`src/inc/mpp_pkg.sv`:
```
// package for the parallel port group: register map, reset values, carriers
package mpp_pkg;

    // register indices; byte address is four times the index
    localparam logic [9:0] IDX_P0_LATCH   = 10'h000;
    localparam logic [9:0] IDX_P1_LATCH   = 10'h001;
    localparam logic [9:0] IDX_P2_LATCH   = 10'h002;
    localparam logic [9:0] IDX_P3_LATCH   = 10'h003;
    localparam logic [9:0] IDX_P4_LATCH   = 10'h004;
    localparam logic [9:0] IDX_P5_LATCH   = 10'h005;
    localparam logic [9:0] IDX_P0_DIR     = 10'h00A;
    localparam logic [9:0] IDX_P1_DRIVE   = 10'h00B;
    localparam logic [9:0] IDX_P4_DIR     = 10'h00C;
    localparam logic [9:0] IDX_P5_DIR     = 10'h00D;
    localparam logic [9:0] IDX_CONV_CTL1  = 10'h00E;
    localparam logic [9:0] IDX_P1_SENSE   = 10'h015;
    localparam logic [9:0] IDX_P2_SENSE   = 10'h016;
    localparam logic [9:0] IDX_P3_SENSE   = 10'h017;
    localparam logic [9:0] IDX_P4_GATE    = 10'h028;
    localparam logic [9:0] IDX_T3_POL     = 10'h029;

    // field positions
    localparam int         AIN_DIS_BIT    = 4;   // analog_input_disable in converter_control_one
    localparam int         T3_INV_BIT     = 0;   // phase invert in timer3_input_polarity

    // reset values
    localparam logic [7:0] RST_P0_LATCH   = 8'h00;
    localparam logic [7:0] RST_P0_DIR     = 8'h00;
    localparam logic [7:0] RST_P1_LATCH   = 8'hFF;
    localparam logic [7:0] RST_P1_DRIVE   = 8'h00;
    localparam logic [2:0] RST_P2_LATCH   = 3'h7;
    localparam logic [1:0] RST_P3_LATCH   = 2'h3;
    localparam logic [7:0] RST_P4_LATCH   = 8'h00;
    localparam logic [7:0] RST_P4_DIR     = 8'h00;
    localparam logic [7:0] RST_P4_GATE    = 8'hFF;
    localparam logic [3:0] RST_P5_LATCH   = 4'h0;
    localparam logic [3:0] RST_P5_DIR     = 4'h0;
    localparam logic [7:0] RST_CONV_CTL1  = 8'h10;
    localparam logic [7:0] RST_T3_POL     = 8'h00;

    // drive from the on-chip peripherals toward the pins
    typedef struct packed {
        logic timer4_pulse_width_out;  // pulse-width output
        logic timer4_divider_out;      // programmable divider output
        logic timer4_out_sel;          // 1 selects the divider output
        logic pulse_pattern_out;       // pulse pattern output
        logic serial_data_out;         // serial data out
        logic serial_clock_out_n;      // serial clock out, active low
        logic divider_out_n;           // divider output, active low
    } mpp_periph_drive_t;

    // pin levels handed to the on-chip peripherals
    typedef struct packed {
        logic timer2_input;
        logic timer3_input;            // after phase select
        logic ext_irq3;
        logic timer4_input;
        logic ext_irq4;
        logic serial_data_in;
        logic serial_clock_in_n;
        logic ext_irq0;
        logic ext_irq1;
        logic ext_irq2;
        logic timer1_input;
    } mpp_periph_sense_t;

endpackage

```
`src/rtl/mpp_port_group.sv`:
```
// six parallel ports with their control registers behind an apb slave
// Summary of operation
// RULE1: outputs held in latches; inputs read live
// RULE2: pin levels sampled in first read state
// RULE3: pin output changes in second write state; here pins move in the cycle after it
// RULE4: port0 direction register; reset clears dir, latch
// RULE5: mixed-direction data read returns pins for inputs
// RULE6: port1 latch resets one, drive type zero
// RULE7: port1 per-bit open-drain or push-pull select
// RULE8: port1 data reads latch, sense reads pins
// RULE9: timer3 input phase invert select register
// RULE10: port1 bits0-4 carry timer and irq functions
// RULE11: port1 bits5-7 carry serial in, out, clock
// RULE12: port2 three bits, latch one, sense register
// RULE13: port2 bits seven to three read undefined
// RULE14: port2 bits1,2 resonator in dual clock
// RULE15: port2 bit0 high impedance in stop mode
// RULE16: port3 two bits, latch one, sense register
// RULE17: port4 direction one is output, gate enables
// RULE18: port4 reset: dir zero, gate one, latch zero
// RULE19: software clears dir then gate for analog
// RULE20: port4 gate zero blocks input, reads zero
// RULE21: port5 four bits, direction, reset to input
// RULE22: port5 bits0-2 irq/timer in, bit3 divider out
//
// The APB interface to the registers and the register addresses were chosen for this implementation.
`timescale 1ns/1ns
module mpp_port_group
    import mpp_pkg::*;
(
    input  wire logic              mclk,            // system clock, 100 MHz
    input  wire logic              rst_n,           // synchronous reset, active low
    // apb slave
    input  wire logic              psel,            // slave select
    input  wire logic              penable,         // access phase
    input  wire logic              pwrite,          // 1 write, 0 read
    input  wire logic [11:0]       paddr,           // byte address
    input  wire logic [31:0]       pwdata,          // write data
    output logic      [31:0]       prdata,          // read data
    output logic                   pready,          // transfer done
    output logic                   pslverr,         // unmapped address
    // chip modes
    input  wire logic              stop_mode,       // device in stop mode
    input  wire logic              dual_clock_mode, // slow resonator fitted
    // pins, three signals each; port4 has a fourth for its input gate
    input  wire logic [7:0]        p0_in,           // port0 pin level
    output logic      [7:0]        p0_out,          // port0 drive value
    output logic      [7:0]        p0_oe,           // port0 drive enable
    input  wire logic [7:0]        p1_in,           // port1 pin level
    output logic      [7:0]        p1_out,          // port1 drive value
    output logic      [7:0]        p1_oe,           // port1 drive enable
    input  wire logic [2:0]        p2_in,           // port2 pin level
    output logic      [2:0]        p2_out,          // port2 drive value
    output logic      [2:0]        p2_oe,           // port2 drive enable
    input  wire logic [1:0]        p3_in,           // port3 pin level
    output logic      [1:0]        p3_out,          // port3 drive value
    output logic      [1:0]        p3_oe,           // port3 drive enable
    input  wire logic [7:0]        p4_in,           // port4 pin level
    output logic      [7:0]        p4_out,          // port4 drive value
    output logic      [7:0]        p4_oe,           // port4 drive enable
    output logic      [7:0]        p4_gate_open,    // digital input gate open
    input  wire logic [3:0]        p5_in,           // port5 pin level
    output logic      [3:0]        p5_out,          // port5 drive value
    output logic      [3:0]        p5_oe,           // port5 drive enable
    // peripherals
    input  wire mpp_periph_drive_t periph_drive,    // peripheral outputs
    output mpp_periph_sense_t      periph_sense,    // peripheral inputs
    output logic                   analog_input_disable // converter input off
);

    // control registers
    logic [7:0] port0_out_latch_reg;
    logic [7:0] port0_direction_reg;
    logic [7:0] port1_out_latch_reg;
    logic [7:0] port1_drive_type_reg;
    logic [2:0] port2_out_latch_reg;
    logic [1:0] port3_out_latch_reg;
    logic [7:0] port4_out_latch_reg;
    logic [7:0] port4_direction_reg;
    logic [7:0] port4_input_gate_reg;
    logic [3:0] port5_out_latch_reg;
    logic [3:0] port5_direction_reg;
    logic [7:0] converter_control_one_reg;
    logic [7:0] timer3_input_polarity_reg;

    // pin synchronisers; stage one is read only by stage two
    logic [32:0] pin_meta_reg;
    logic [32:0] pin_sync_reg;
    logic [7:0]  p0_pin;
    logic [7:0]  p1_pin;
    logic [2:0]  p2_pin;
    logic [1:0]  p3_pin;
    logic [7:0]  p4_pin;
    logic [3:0]  p5_pin;

    // bus decode
    logic [9:0]  idx;
    logic        setup_phase;
    logic        wr_access;
    logic        mapped;
    logic [7:0]  wbyte;
    logic [31:0] rdata_next;

    // next drive values
    logic [7:0]  p1_value;
    logic [2:0]  p2_value;
    logic [3:0]  p5_value;
    logic [2:0]  p2_oe_next;

    assign idx         = paddr[11:2];
    assign setup_phase = psel & ~penable;
    assign wr_access   = psel & penable & pwrite & mapped;
    assign wbyte       = pwdata[7:0];

    // two-flop synchroniser for all pin inputs
    always_ff @(posedge mclk) begin
        if (!rst_n) begin
            pin_meta_reg <= 33'h0_0000_0000;
            pin_sync_reg <= 33'h0_0000_0000;
        end else begin
            pin_meta_reg <= {p5_in, p4_in, p3_in, p2_in, p1_in, p0_in};
            pin_sync_reg <= pin_meta_reg;
        end
    end

    assign p0_pin = pin_sync_reg[7:0];
    assign p1_pin = pin_sync_reg[15:8];
    assign p2_pin = pin_sync_reg[18:16];
    assign p3_pin = pin_sync_reg[20:19];
    assign p4_pin = pin_sync_reg[28:21];
    assign p5_pin = pin_sync_reg[32:29];

    // address decode
    always_comb begin
        unique case (idx)
            IDX_P0_LATCH, IDX_P1_LATCH, IDX_P2_LATCH, IDX_P3_LATCH,
            IDX_P4_LATCH, IDX_P5_LATCH, IDX_P0_DIR, IDX_P1_DRIVE,
            IDX_P4_DIR, IDX_P5_DIR, IDX_CONV_CTL1, IDX_P1_SENSE,
            IDX_P2_SENSE, IDX_P3_SENSE, IDX_P4_GATE, IDX_T3_POL: mapped = 1'b1;
            default:                                              mapped = 1'b0;
        endcase
    end

    // read mux; port0, port4, port5 data give pins for input bits, latch for output bits
    always_comb begin
        rdata_next = 32'h0000_0000;
        unique case (idx)
            IDX_P0_LATCH:  rdata_next[7:0] = (port0_direction_reg & port0_out_latch_reg)
                                           | (~port0_direction_reg & p0_pin);   // [RULE5] [RULE1]
            IDX_P1_LATCH:  rdata_next[7:0] = port1_out_latch_reg;  // [RULE8]
            IDX_P2_LATCH:  rdata_next[2:0] = port2_out_latch_reg;  // [RULE13]
            IDX_P3_LATCH:  rdata_next[1:0] = port3_out_latch_reg;
            IDX_P4_LATCH:  rdata_next[7:0] = (port4_direction_reg & port4_out_latch_reg)
                                           | (~port4_direction_reg & p4_pin
                                              & port4_input_gate_reg);          // [RULE5] [RULE20]
            IDX_P5_LATCH:  rdata_next[3:0] = (port5_direction_reg & port5_out_latch_reg)
                                           | (~port5_direction_reg & p5_pin);   // [RULE5]
            IDX_P0_DIR:    rdata_next[7:0] = port0_direction_reg;
            IDX_P1_DRIVE:  rdata_next[7:0] = port1_drive_type_reg;
            IDX_P4_DIR:    rdata_next[7:0] = port4_direction_reg;
            IDX_P5_DIR:    rdata_next[3:0] = port5_direction_reg;
            IDX_CONV_CTL1: rdata_next[7:0] = converter_control_one_reg;
            IDX_P1_SENSE:  rdata_next[7:0] = p1_pin;  // [RULE8]
            IDX_P2_SENSE:  rdata_next[2:0] = p2_pin;  // [RULE12] [RULE13]
            IDX_P3_SENSE:  rdata_next[1:0] = p3_pin;  // [RULE16]
            IDX_P4_GATE:   rdata_next[7:0] = port4_input_gate_reg;  // [RULE20]
            IDX_T3_POL:    rdata_next[7:0] = timer3_input_polarity_reg;
            default:       rdata_next = 32'h0000_0000;
        endcase
    end

    // read data captured in the setup cycle, the first state of the read
    always_ff @(posedge mclk) begin
        if (!rst_n) begin
            prdata  <= 32'h0000_0000;
            pready  <= 1'b0;
            pslverr <= 1'b0;
        end else begin
            pready  <= setup_phase;  // zero wait
            pslverr <= setup_phase & ~mapped;
            if (setup_phase && !pwrite) begin
                prdata <= rdata_next;  // [RULE2]
            end
        end
    end

    // port0 registers
    always_ff @(posedge mclk) begin
        if (!rst_n) begin
            port0_out_latch_reg <= RST_P0_LATCH;  // [RULE4]
            port0_direction_reg <= RST_P0_DIR;  // [RULE4]
        end else if (wr_access) begin
            if (idx == IDX_P0_LATCH) port0_out_latch_reg <= wbyte;  // [RULE1]
            if (idx == IDX_P0_DIR)   port0_direction_reg <= wbyte;
        end
    end

    // port1, port2, port3 registers
    always_ff @(posedge mclk) begin
        if (!rst_n) begin
            port1_out_latch_reg  <= RST_P1_LATCH;  // [RULE6]
            port1_drive_type_reg <= RST_P1_DRIVE;  // [RULE6]
            port2_out_latch_reg  <= RST_P2_LATCH;  // [RULE12]
            port3_out_latch_reg  <= RST_P3_LATCH;  // [RULE16]
            timer3_input_polarity_reg <= RST_T3_POL;
        end else if (wr_access) begin
            if (idx == IDX_P1_LATCH) port1_out_latch_reg  <= wbyte;
            if (idx == IDX_P1_DRIVE) port1_drive_type_reg <= wbyte;  // [RULE7]
            if (idx == IDX_P2_LATCH) port2_out_latch_reg  <= wbyte[2:0];
            if (idx == IDX_P3_LATCH) port3_out_latch_reg  <= wbyte[1:0];
            if (idx == IDX_T3_POL)   timer3_input_polarity_reg <= wbyte;  // [RULE9]
        end
    end

    // port4, port5 and converter registers
    always_ff @(posedge mclk) begin
        if (!rst_n) begin
            port4_out_latch_reg       <= RST_P4_LATCH;  // [RULE18]
            port4_direction_reg       <= RST_P4_DIR;  // [RULE18]
            port4_input_gate_reg      <= RST_P4_GATE;  // [RULE18]
            port5_out_latch_reg       <= RST_P5_LATCH;  // [RULE21]
            port5_direction_reg       <= RST_P5_DIR;  // [RULE21]
            converter_control_one_reg <= RST_CONV_CTL1;
        end else if (wr_access) begin
            if (idx == IDX_P4_LATCH)  port4_out_latch_reg       <= wbyte;
            if (idx == IDX_P4_DIR)    port4_direction_reg       <= wbyte;  // [RULE17]
            if (idx == IDX_P4_GATE)   port4_input_gate_reg      <= wbyte;  // [RULE17]
            if (idx == IDX_P5_LATCH)  port5_out_latch_reg       <= wbyte[3:0];
            if (idx == IDX_P5_DIR)    port5_direction_reg       <= wbyte[3:0];
            if (idx == IDX_CONV_CTL1) converter_control_one_reg <= wbyte;
        end
    end

    // port1 value: latch, anded with the peripheral output on bits 2, 3, 6, 7; a one in the
    // latch hands the pin over, a zero pulls it low
    always_comb begin
        p1_value    = port1_out_latch_reg;  // [RULE10]
        p1_value[2] = port1_out_latch_reg[2] & (periph_drive.timer4_out_sel
                    ? periph_drive.timer4_divider_out
                    : periph_drive.timer4_pulse_width_out);  // [RULE10]
        p1_value[3] = port1_out_latch_reg[3] & periph_drive.pulse_pattern_out; // [RULE10]
        p1_value[6] = port1_out_latch_reg[6] & periph_drive.serial_data_out;   // [RULE11]
        p1_value[7] = port1_out_latch_reg[7] & periph_drive.serial_clock_out_n;// [RULE11]
    end

    // port2 drive: open drain; resonator and stop override the enable
    always_comb begin
        p2_value   = port2_out_latch_reg;
        p2_oe_next = ~port2_out_latch_reg;
        if (dual_clock_mode) begin
            p2_oe_next[2:1] = 2'b00;  // [RULE14]
        end
        if (stop_mode) begin
            p2_oe_next[0] = 1'b0;  // [RULE15]
        end
    end

    // port5 bit3 carries the divider output when set as output
    always_comb begin
        p5_value    = port5_out_latch_reg;
        p5_value[3] = port5_out_latch_reg[3] & periph_drive.divider_out_n;  // [RULE22]
    end

    // pin drive registers; a pin moves one edge after its latch,
    // in the cycle after the second state of the write
    always_ff @(posedge mclk) begin
        if (!rst_n) begin
            p0_out       <= 8'h00;
            p0_oe        <= 8'h00;
            p1_out       <= 8'h00;
            p1_oe        <= 8'h00;
            p2_out       <= 3'h0;
            p2_oe        <= 3'h0;
            p3_out       <= 2'h0;
            p3_oe        <= 2'h0;
            p4_out       <= 8'h00;
            p4_oe        <= 8'h00;
            p4_gate_open <= 8'h00;
            p5_out       <= 4'h0;
            p5_oe        <= 4'h0;
        end else begin
            p0_out       <= port0_out_latch_reg;  // [RULE3]
            p0_oe        <= port0_direction_reg;  // [RULE4]
            p1_out       <= p1_value;  // [RULE3]
            p1_oe        <= port1_drive_type_reg | ~p1_value;  // [RULE7]
            p2_out       <= p2_value;
            p2_oe        <= p2_oe_next;
            p3_out       <= port3_out_latch_reg;
            p3_oe        <= ~port3_out_latch_reg;  // [RULE16]
            p4_out       <= port4_out_latch_reg;
            p4_oe        <= port4_direction_reg;  // [RULE17]
            p4_gate_open <= port4_input_gate_reg;  // [RULE20]
            p5_out       <= p5_value;
            p5_oe        <= port5_direction_reg;  // [RULE21]
        end
    end

    // peripheral input taps from synchronised pins
    always_ff @(posedge mclk) begin
        if (!rst_n) begin
            periph_sense         <= '0;
            analog_input_disable <= RST_CONV_CTL1[AIN_DIS_BIT];
        end else begin
            periph_sense.timer2_input      <= p1_pin[0];  // [RULE10]
            periph_sense.timer3_input      <= p1_pin[1]
                                            ^ timer3_input_polarity_reg[T3_INV_BIT]; // [RULE9]
            periph_sense.ext_irq3          <= p1_pin[1];
            periph_sense.timer4_input      <= p1_pin[2];
            periph_sense.ext_irq4          <= p1_pin[4];
            periph_sense.serial_data_in    <= p1_pin[5];  // [RULE11]
            periph_sense.serial_clock_in_n <= p1_pin[7];
            periph_sense.ext_irq0          <= p5_pin[0];  // [RULE22]
            periph_sense.ext_irq1          <= p5_pin[1];
            periph_sense.ext_irq2          <= p5_pin[2];
            periph_sense.timer1_input      <= p5_pin[2];
            analog_input_disable <= converter_control_one_reg[AIN_DIS_BIT];
        end
    end

endmodule

```
`config.mk`:
```
export PLATFORM = sky130hd
export DESIGN_NAME = mpp_port_group
export DESIGN_NICKNAME = d
export VERILOG_FILES = /design/src/inc/mpp_pkg.sv /design/src/rtl/mpp_port_group.sv
export SDC_FILE = /design/constraint.sdc
export NUM_CORES = 1
export LEC_CHECK = 0
export BUFFER_PORTS_ARGS = -buffer_cell sky130_fd_sc_hd__clkbuf_2
export CAP_MARGIN = 15
export CORE_ASPECT_RATIO = 1.4
export CORE_MARGIN = 2
export CORE_UTILIZATION = 35
export DETAILED_ROUTE_END_ITERATION = 8
export GPL_ROUTABILITY_DRIVEN = 0
export PLACE_DENSITY_LB_ADDON = 0.12
export SLEW_MARGIN = 20
export SYNTH_ARGS = -nofsm -noshare
export SYNTH_HDL_FRONTEND = slang
export SYNTH_SLANG_ARGS = --single-unit
```
`constraint.sdc`:
```
create_clock -name mclk -period 2.5 [get_ports mclk]
set_input_delay 0.125 -clock mclk [delete_from_list [all_inputs] [get_ports mclk]]
set_output_delay 0.125 -clock mclk [all_outputs]
set_load 0.02 [all_outputs]
```
After elaboration in Yosys (flattened, before gate mapping)
Memory sizes are Yosys's and may differ from the RTL's.
Index checks and enable logic that the tools add are counted.
{"block": "totals", "regBits": 246, "wordCells": 115, "mem_bits_ro": 64, "n_memories": 1}
{"name": "(no name shown)", "depth": 64, "word_bits": 1, "rd": 1, "rd_clocked_by_memory_dff": 0, "write_ports": 0, "line": "mpp_port_group.sv:135", "text": "unique case (idx)"}
{"block": "op_classes", "n_reduce_logical": 19, "n_eq_ne": 15, "mux": 6, "bitwise_logic": 31}
{"cell": "$eq A10 B4 Y1 const B", "count": 5}
{"cell": "$and A8 B8 Y8", "count": 5}
{"cell": "$pmux W4 S10", "count": 1}
{"cell": "$pmux W2 S16", "count": 1}
{"cell": "$eq A10 B5 Y1 const B", "count": 3}
{"cell": "$reduce_and A2 Y1", "count": 13}
{"cell": "$not A8 Y8", "count": 3}
{"cell": "$or A8 B8 Y8", "count": 3}
{"cell": "$eq A10 B2 Y1 const B", "count": 2}
{"cell": "$eq A10 B3 Y1 const B", "count": 2}
{"cell": "$eq A10 B6 Y1 const B", "count": 2}
{"cell": "$pmux W1 S14", "count": 1}
{"cell": "$pmux W1 S12", "count": 1}
{"cell": "$and A1 B1 Y1", "count": 10}
{"cell": "$eq A10 B1 Y1 const B", "count": 1}
{"cell": "$logic_not A10 Y1", "count": 1}
{"cell": "$and A4 B4 Y4", "count": 2}
{"cell": "$logic_not A4 Y1", "count": 1}
{"cell": "$not A4 Y4", "count": 1}
{"cell": "$or A4 B4 Y4", "count": 1}
{"cell": "$reduce_or A2 Y1", "count": 2}
{"cell": "$not A1 Y1", "count": 3}
{"cell": "$not A3 Y3", "count": 1}
{"cell": "$mux W1", "count": 2}
{"cell": "4 further kinds", "count": 4}

Longest topological paths before layout
{"block": "depth", "depth_word": 5, "mapped_depth": 8, "mapped_depth_nobuf": 5}

Least setup slack after synthesis
Ideal clock, no wire load.
{"block": "synth_path", "path_kind": "in2reg", "startpoint": "input paddr[2]", "endpoint": "register port5_direction_reg[0]", "path_stages": 7, "setup_ns": 0.124, "t_arrival_ns": 1.736, "slack_ns": 0.640, "path_cell_list": "buf_2 nor2_1 nor3_1 o221ai_4 or4_1 buf_2 mux2i_1"}
{"block": "synth_between", "elab_chain_len": 4}
{"element": "start: declaration", "line": "mpp_port_group.sv:37", "text": "input wire logic [11:0] paddr,"}
{"element": "$mem_v2 Z64 W1"}
{"element": "$mux W1", "line": "mpp_port_group.sv:135"}
{"element": "$and A1 B1 Y1", "line": "mpp_port_group.sv:112", "text": "assign wr_access = psel & penable & pwrite & mapped;"}
{"element": "$reduce_and A2 Y1 (no line) (*)"}
{"element": "end signal: assignment", "line": "mpp_port_group.sv:229", "text": "if (idx == IDX_P5_DIR) port5_direction_reg <= wbyte[3:0];"}
{"element": "end: declaration", "line": "mpp_port_group.sv:82", "text": "logic [3:0] port5_direction_reg;"}
Mark *: on every way between the ends. The rest lies on a longest branch, timed or not.
A chain may end at the register's enable or synchronous reset.

Worst setup path in the final report
{"block": "layout_path", "startpoint": "input penable", "endpoint": "register port5_direction_reg[3]"}
{"block": "layout_between", "elab_chain_len": 4}
{"element": "start: declaration", "line": "mpp_port_group.sv:35", "text": "input wire logic penable,"}
{"element": "$and A1 B1 Y1 (3 in a row)", "line": "mpp_port_group.sv:112"}
{"element": "$reduce_and A2 Y1 (no line)"}
No other way between the ends.

==> run summary <==
nets: 1225
Post-Syn Instances: 914
IO Port Bufs: 160
DIE AREA: 27330 sq um
Syn Std Cell Area: 9102 sq um
WHS Endpoint: pslverr$_SDFF_PN0_
Lkg Pwr: 5.339 nW
row count: 69
# resized after CTS: 0
CTS Hold Buffers Added: 51
Core ar.: 25470 sq um
gr usage total: 0.1835
clk slew on worst S/H paths: 0.06 ns
Worst Setup Slack, final: 0.6425 ns
number of global-route vias before repair: 6797
commonest cells after routing, fill and taps aside: dfxtp_1, clkbuf_2, nand2_1
buffer depth of the longest clock path: 3
final number of setup-violating endpoints: 0
worst path arrival time: 2.25 ns
startpoint types: primary input
maximum vdd drop: 403.2 uV
CP cell instances: dlygate4sd3_1 -> clkbuf_2 -> nand3_1 -> or4_1 -> mux2i_1
most common cell after layout, fill and taps aside: dfxtp_1
fmax: 538.4 MHz
Hold Worst Slack: 0.1040 ns
critical path's top delay family: simple AND/OR/NAND/NOR gates
Post-CTS Setup Inserts: 0
GR Overflow Total: 0
layout cells sized above 1: 0.2285
Critical Path Fanout Max: 7
DR WL/cell: 17.56 microns
max incr delay on CP: 0.87 ns
max cap viols: 0
Die Ht: 194.8 microns
Slew @ Worst Pin: 0.6263 ns
Placed Area: 10300 sq um
CTS tree: built
first-pass GRT wire length: 39.10 mm
vias per cell: 4.829
Synth Flop Type: dfxtp_1
syn avg cell area: 9.959 sq um
status: finished clean
Clock Sinks: 246
CTS Buf Count: 24
sequential-to-total area share from yosys stat: 0.5410
Syn. warnings: 0
Final ANT Viol Nets: 0
# IOs: 211
Hold Violations, Final: 0
skew final: 0.008290 ns
initial antenna violation count: 0
WP buf/inv: 2
max_slew headroom: 0.5766
final period utilization: 0.7430
Final TNS setup: 0 ns
antenna cells: 0
CP max-delay cell: or4_1
Slew Viols, Final: 0
reg2reg start: port0_direction_reg[0]$_SDFFE_PN0P_
hold path depth: 3
minimum clock period after layout: 1.857 ns
DRC viols: 0
Initial Utilization: 0.3574
reg2reg setup slack: 0.92 ns
dpl hpwl: 18.91 mm
pin count of the biggest net entering global routing: 161
RSZ-0062 raised after global routing: no
power per cell area: 705.8 nW/um^2
worst skew pair latency: 0.52 ns
Layout area overhead: 27.64%
Die W: 140.3 microns
#FFs+latches synth: 246
vias: 7099
post-route cell area: 11620 sq um
Synth async-reset ratio: 0
r2r endpoint: prdata[0]$_SDFFE_PN0P_
CTS root buffer: clkbuf_16
Post-synth EDFFs: 0
worst hold path class: primary input to flip-flop
Critical Path RT: 2.89 ns
Worst R2R Path Depth: 5
dpl ws: 0.2953 ns
Synth cell types: 72
Worst Hold Launch: psel
CP Class: primary input to flip-flop
drt first-iter violations: 352
H-tree Lvls: 1
total wire length: 25.82 mm
kind of end point of the critical path: flip-flop
drt pass-1 iters: 5
## layer usage
layer | wire length, microns | up-vias | track usage
met5 | 0 | - | 0
met4 | 709 | 0 | 0.05686
met3 | 1529 | 44 | 0.02735
met2 | 12340 | 242 | 0.3095
met1 | 11240 | 3317 | 0.2422
li1 | - | 3496 | -
## where the power goes
| part | switching (W) | internal (W) | leakage [nW] |
|---|---|---|---|
| clock network | 0.00149 | 0.00216 | 0.392 |
| registers | 0.0000232 | 0.00400 | 2.01 |
| logic | 0.000315 | 0.000213 | 2.94 |
| total | 0.00183 | 0.00637 | 5.34 |
## per-stage QoR
step	std cells	total power (W)	util
floorplan	937	0.004415	-
global placement	1376	0.004575	0.4046
detailed placement	1376	0.004577	0.4046
CTS	1470	0.008300	0.4562
global route	1470	0.008508	0.4562
finish	1470	0.008200	0.4562
## cell families (layout without fill, tap and decap cells)
group / Yosys count / after routing / synth area share
other: 1 / 24 / 0.0004120
buffers and inverters: 128 / 342 / 0.06460
XOR/XNOR: 2 / 2 / 0.001925
AO/OA/AOI/OAI: 114 / 114 / 0.09361
flip-flops: 246 / 246 / 0.5410
AND/OR/NAND/NOR: 333 / 333 / 0.1981
multiplexers: 90 / 90 / 0.1003
## final cells by class
cell class              count  area (sq um)
fillers                  2485         13850
flip-flops and latches    246          4925
multi-input cells         563          3676
repair buffers            250          1632
clock buffers              35         703.2
well taps                 319         399.1
inverters                  49         183.9
clock inverters             8         100.1
## worst register-to-register path: cells and delay by family (launching register included)
kind / cells / cell delay, ns
AND/OR/NAND/NOR: 1 / 0.09
multiplexers: 1 / 0.38
flip-flops: 1 / 0.38
AO/OA/AOI/OAI: 3 / 0.61
## synth_stat cells (3+ instances only)
master     count  area share
inv_1         49       0.020
o31a_1         8      0.0077
nand2b_1       5      0.0034
nor3_4         3      0.0054
a211oi_1       3      0.0025
a221oi_1       3      0.0029
nand4_1       12      0.0082
o21ai_0       12      0.0066
nand3b_1       4      0.0033
buf_1          6      0.0025
o211ai_1       6      0.0049
buf_4         25       0.021
or3_1          4      0.0027
o41ai_1        4      0.0038
o221ai_1       3      0.0029
and3_1        12      0.0082
mux2i_1       80       0.088
buf_2         11      0.0060
a22o_1         4      0.0038
nor2_1        48       0.020
nand3_1        8      0.0044
mux2_2        10       0.012
a31oi_1        5      0.0034
a2111oi_0      4      0.0038
and2_1        93       0.064
a21oi_1       25       0.014
nor3_1         6      0.0033
a22oi_1        8      0.0066
o31ai_1        4      0.0033
clkbuf_1      37       0.015
nor2b_1        8      0.0055
nand2_1      103       0.042
dfxtp_1      246        0.54
## how the worst max path moves through the flow
stage               startpoint  slack, ns                                    to  depth (start not counted)
floorplan             paddr[2]       0.64   port5_direction_reg[0]$_SDFFE_PN0P_                          7
global placement      paddr[9]       0.33  port1_drive_type_reg[6]$_SDFFE_PN0P_                          7
CTS                    penable       0.67   port5_direction_reg[1]$_SDFFE_PN0P_                          5
finish                 penable       0.64   port5_direction_reg[3]$_SDFFE_PN0P_                          5
detailed placement    paddr[9]       0.30  port1_drive_type_reg[3]$_SDFFE_PN0P_                          7
global route           penable       0.60   port5_direction_reg[1]$_SDFFE_PN0P_                          5
Power figures use the tool's default switching activity.
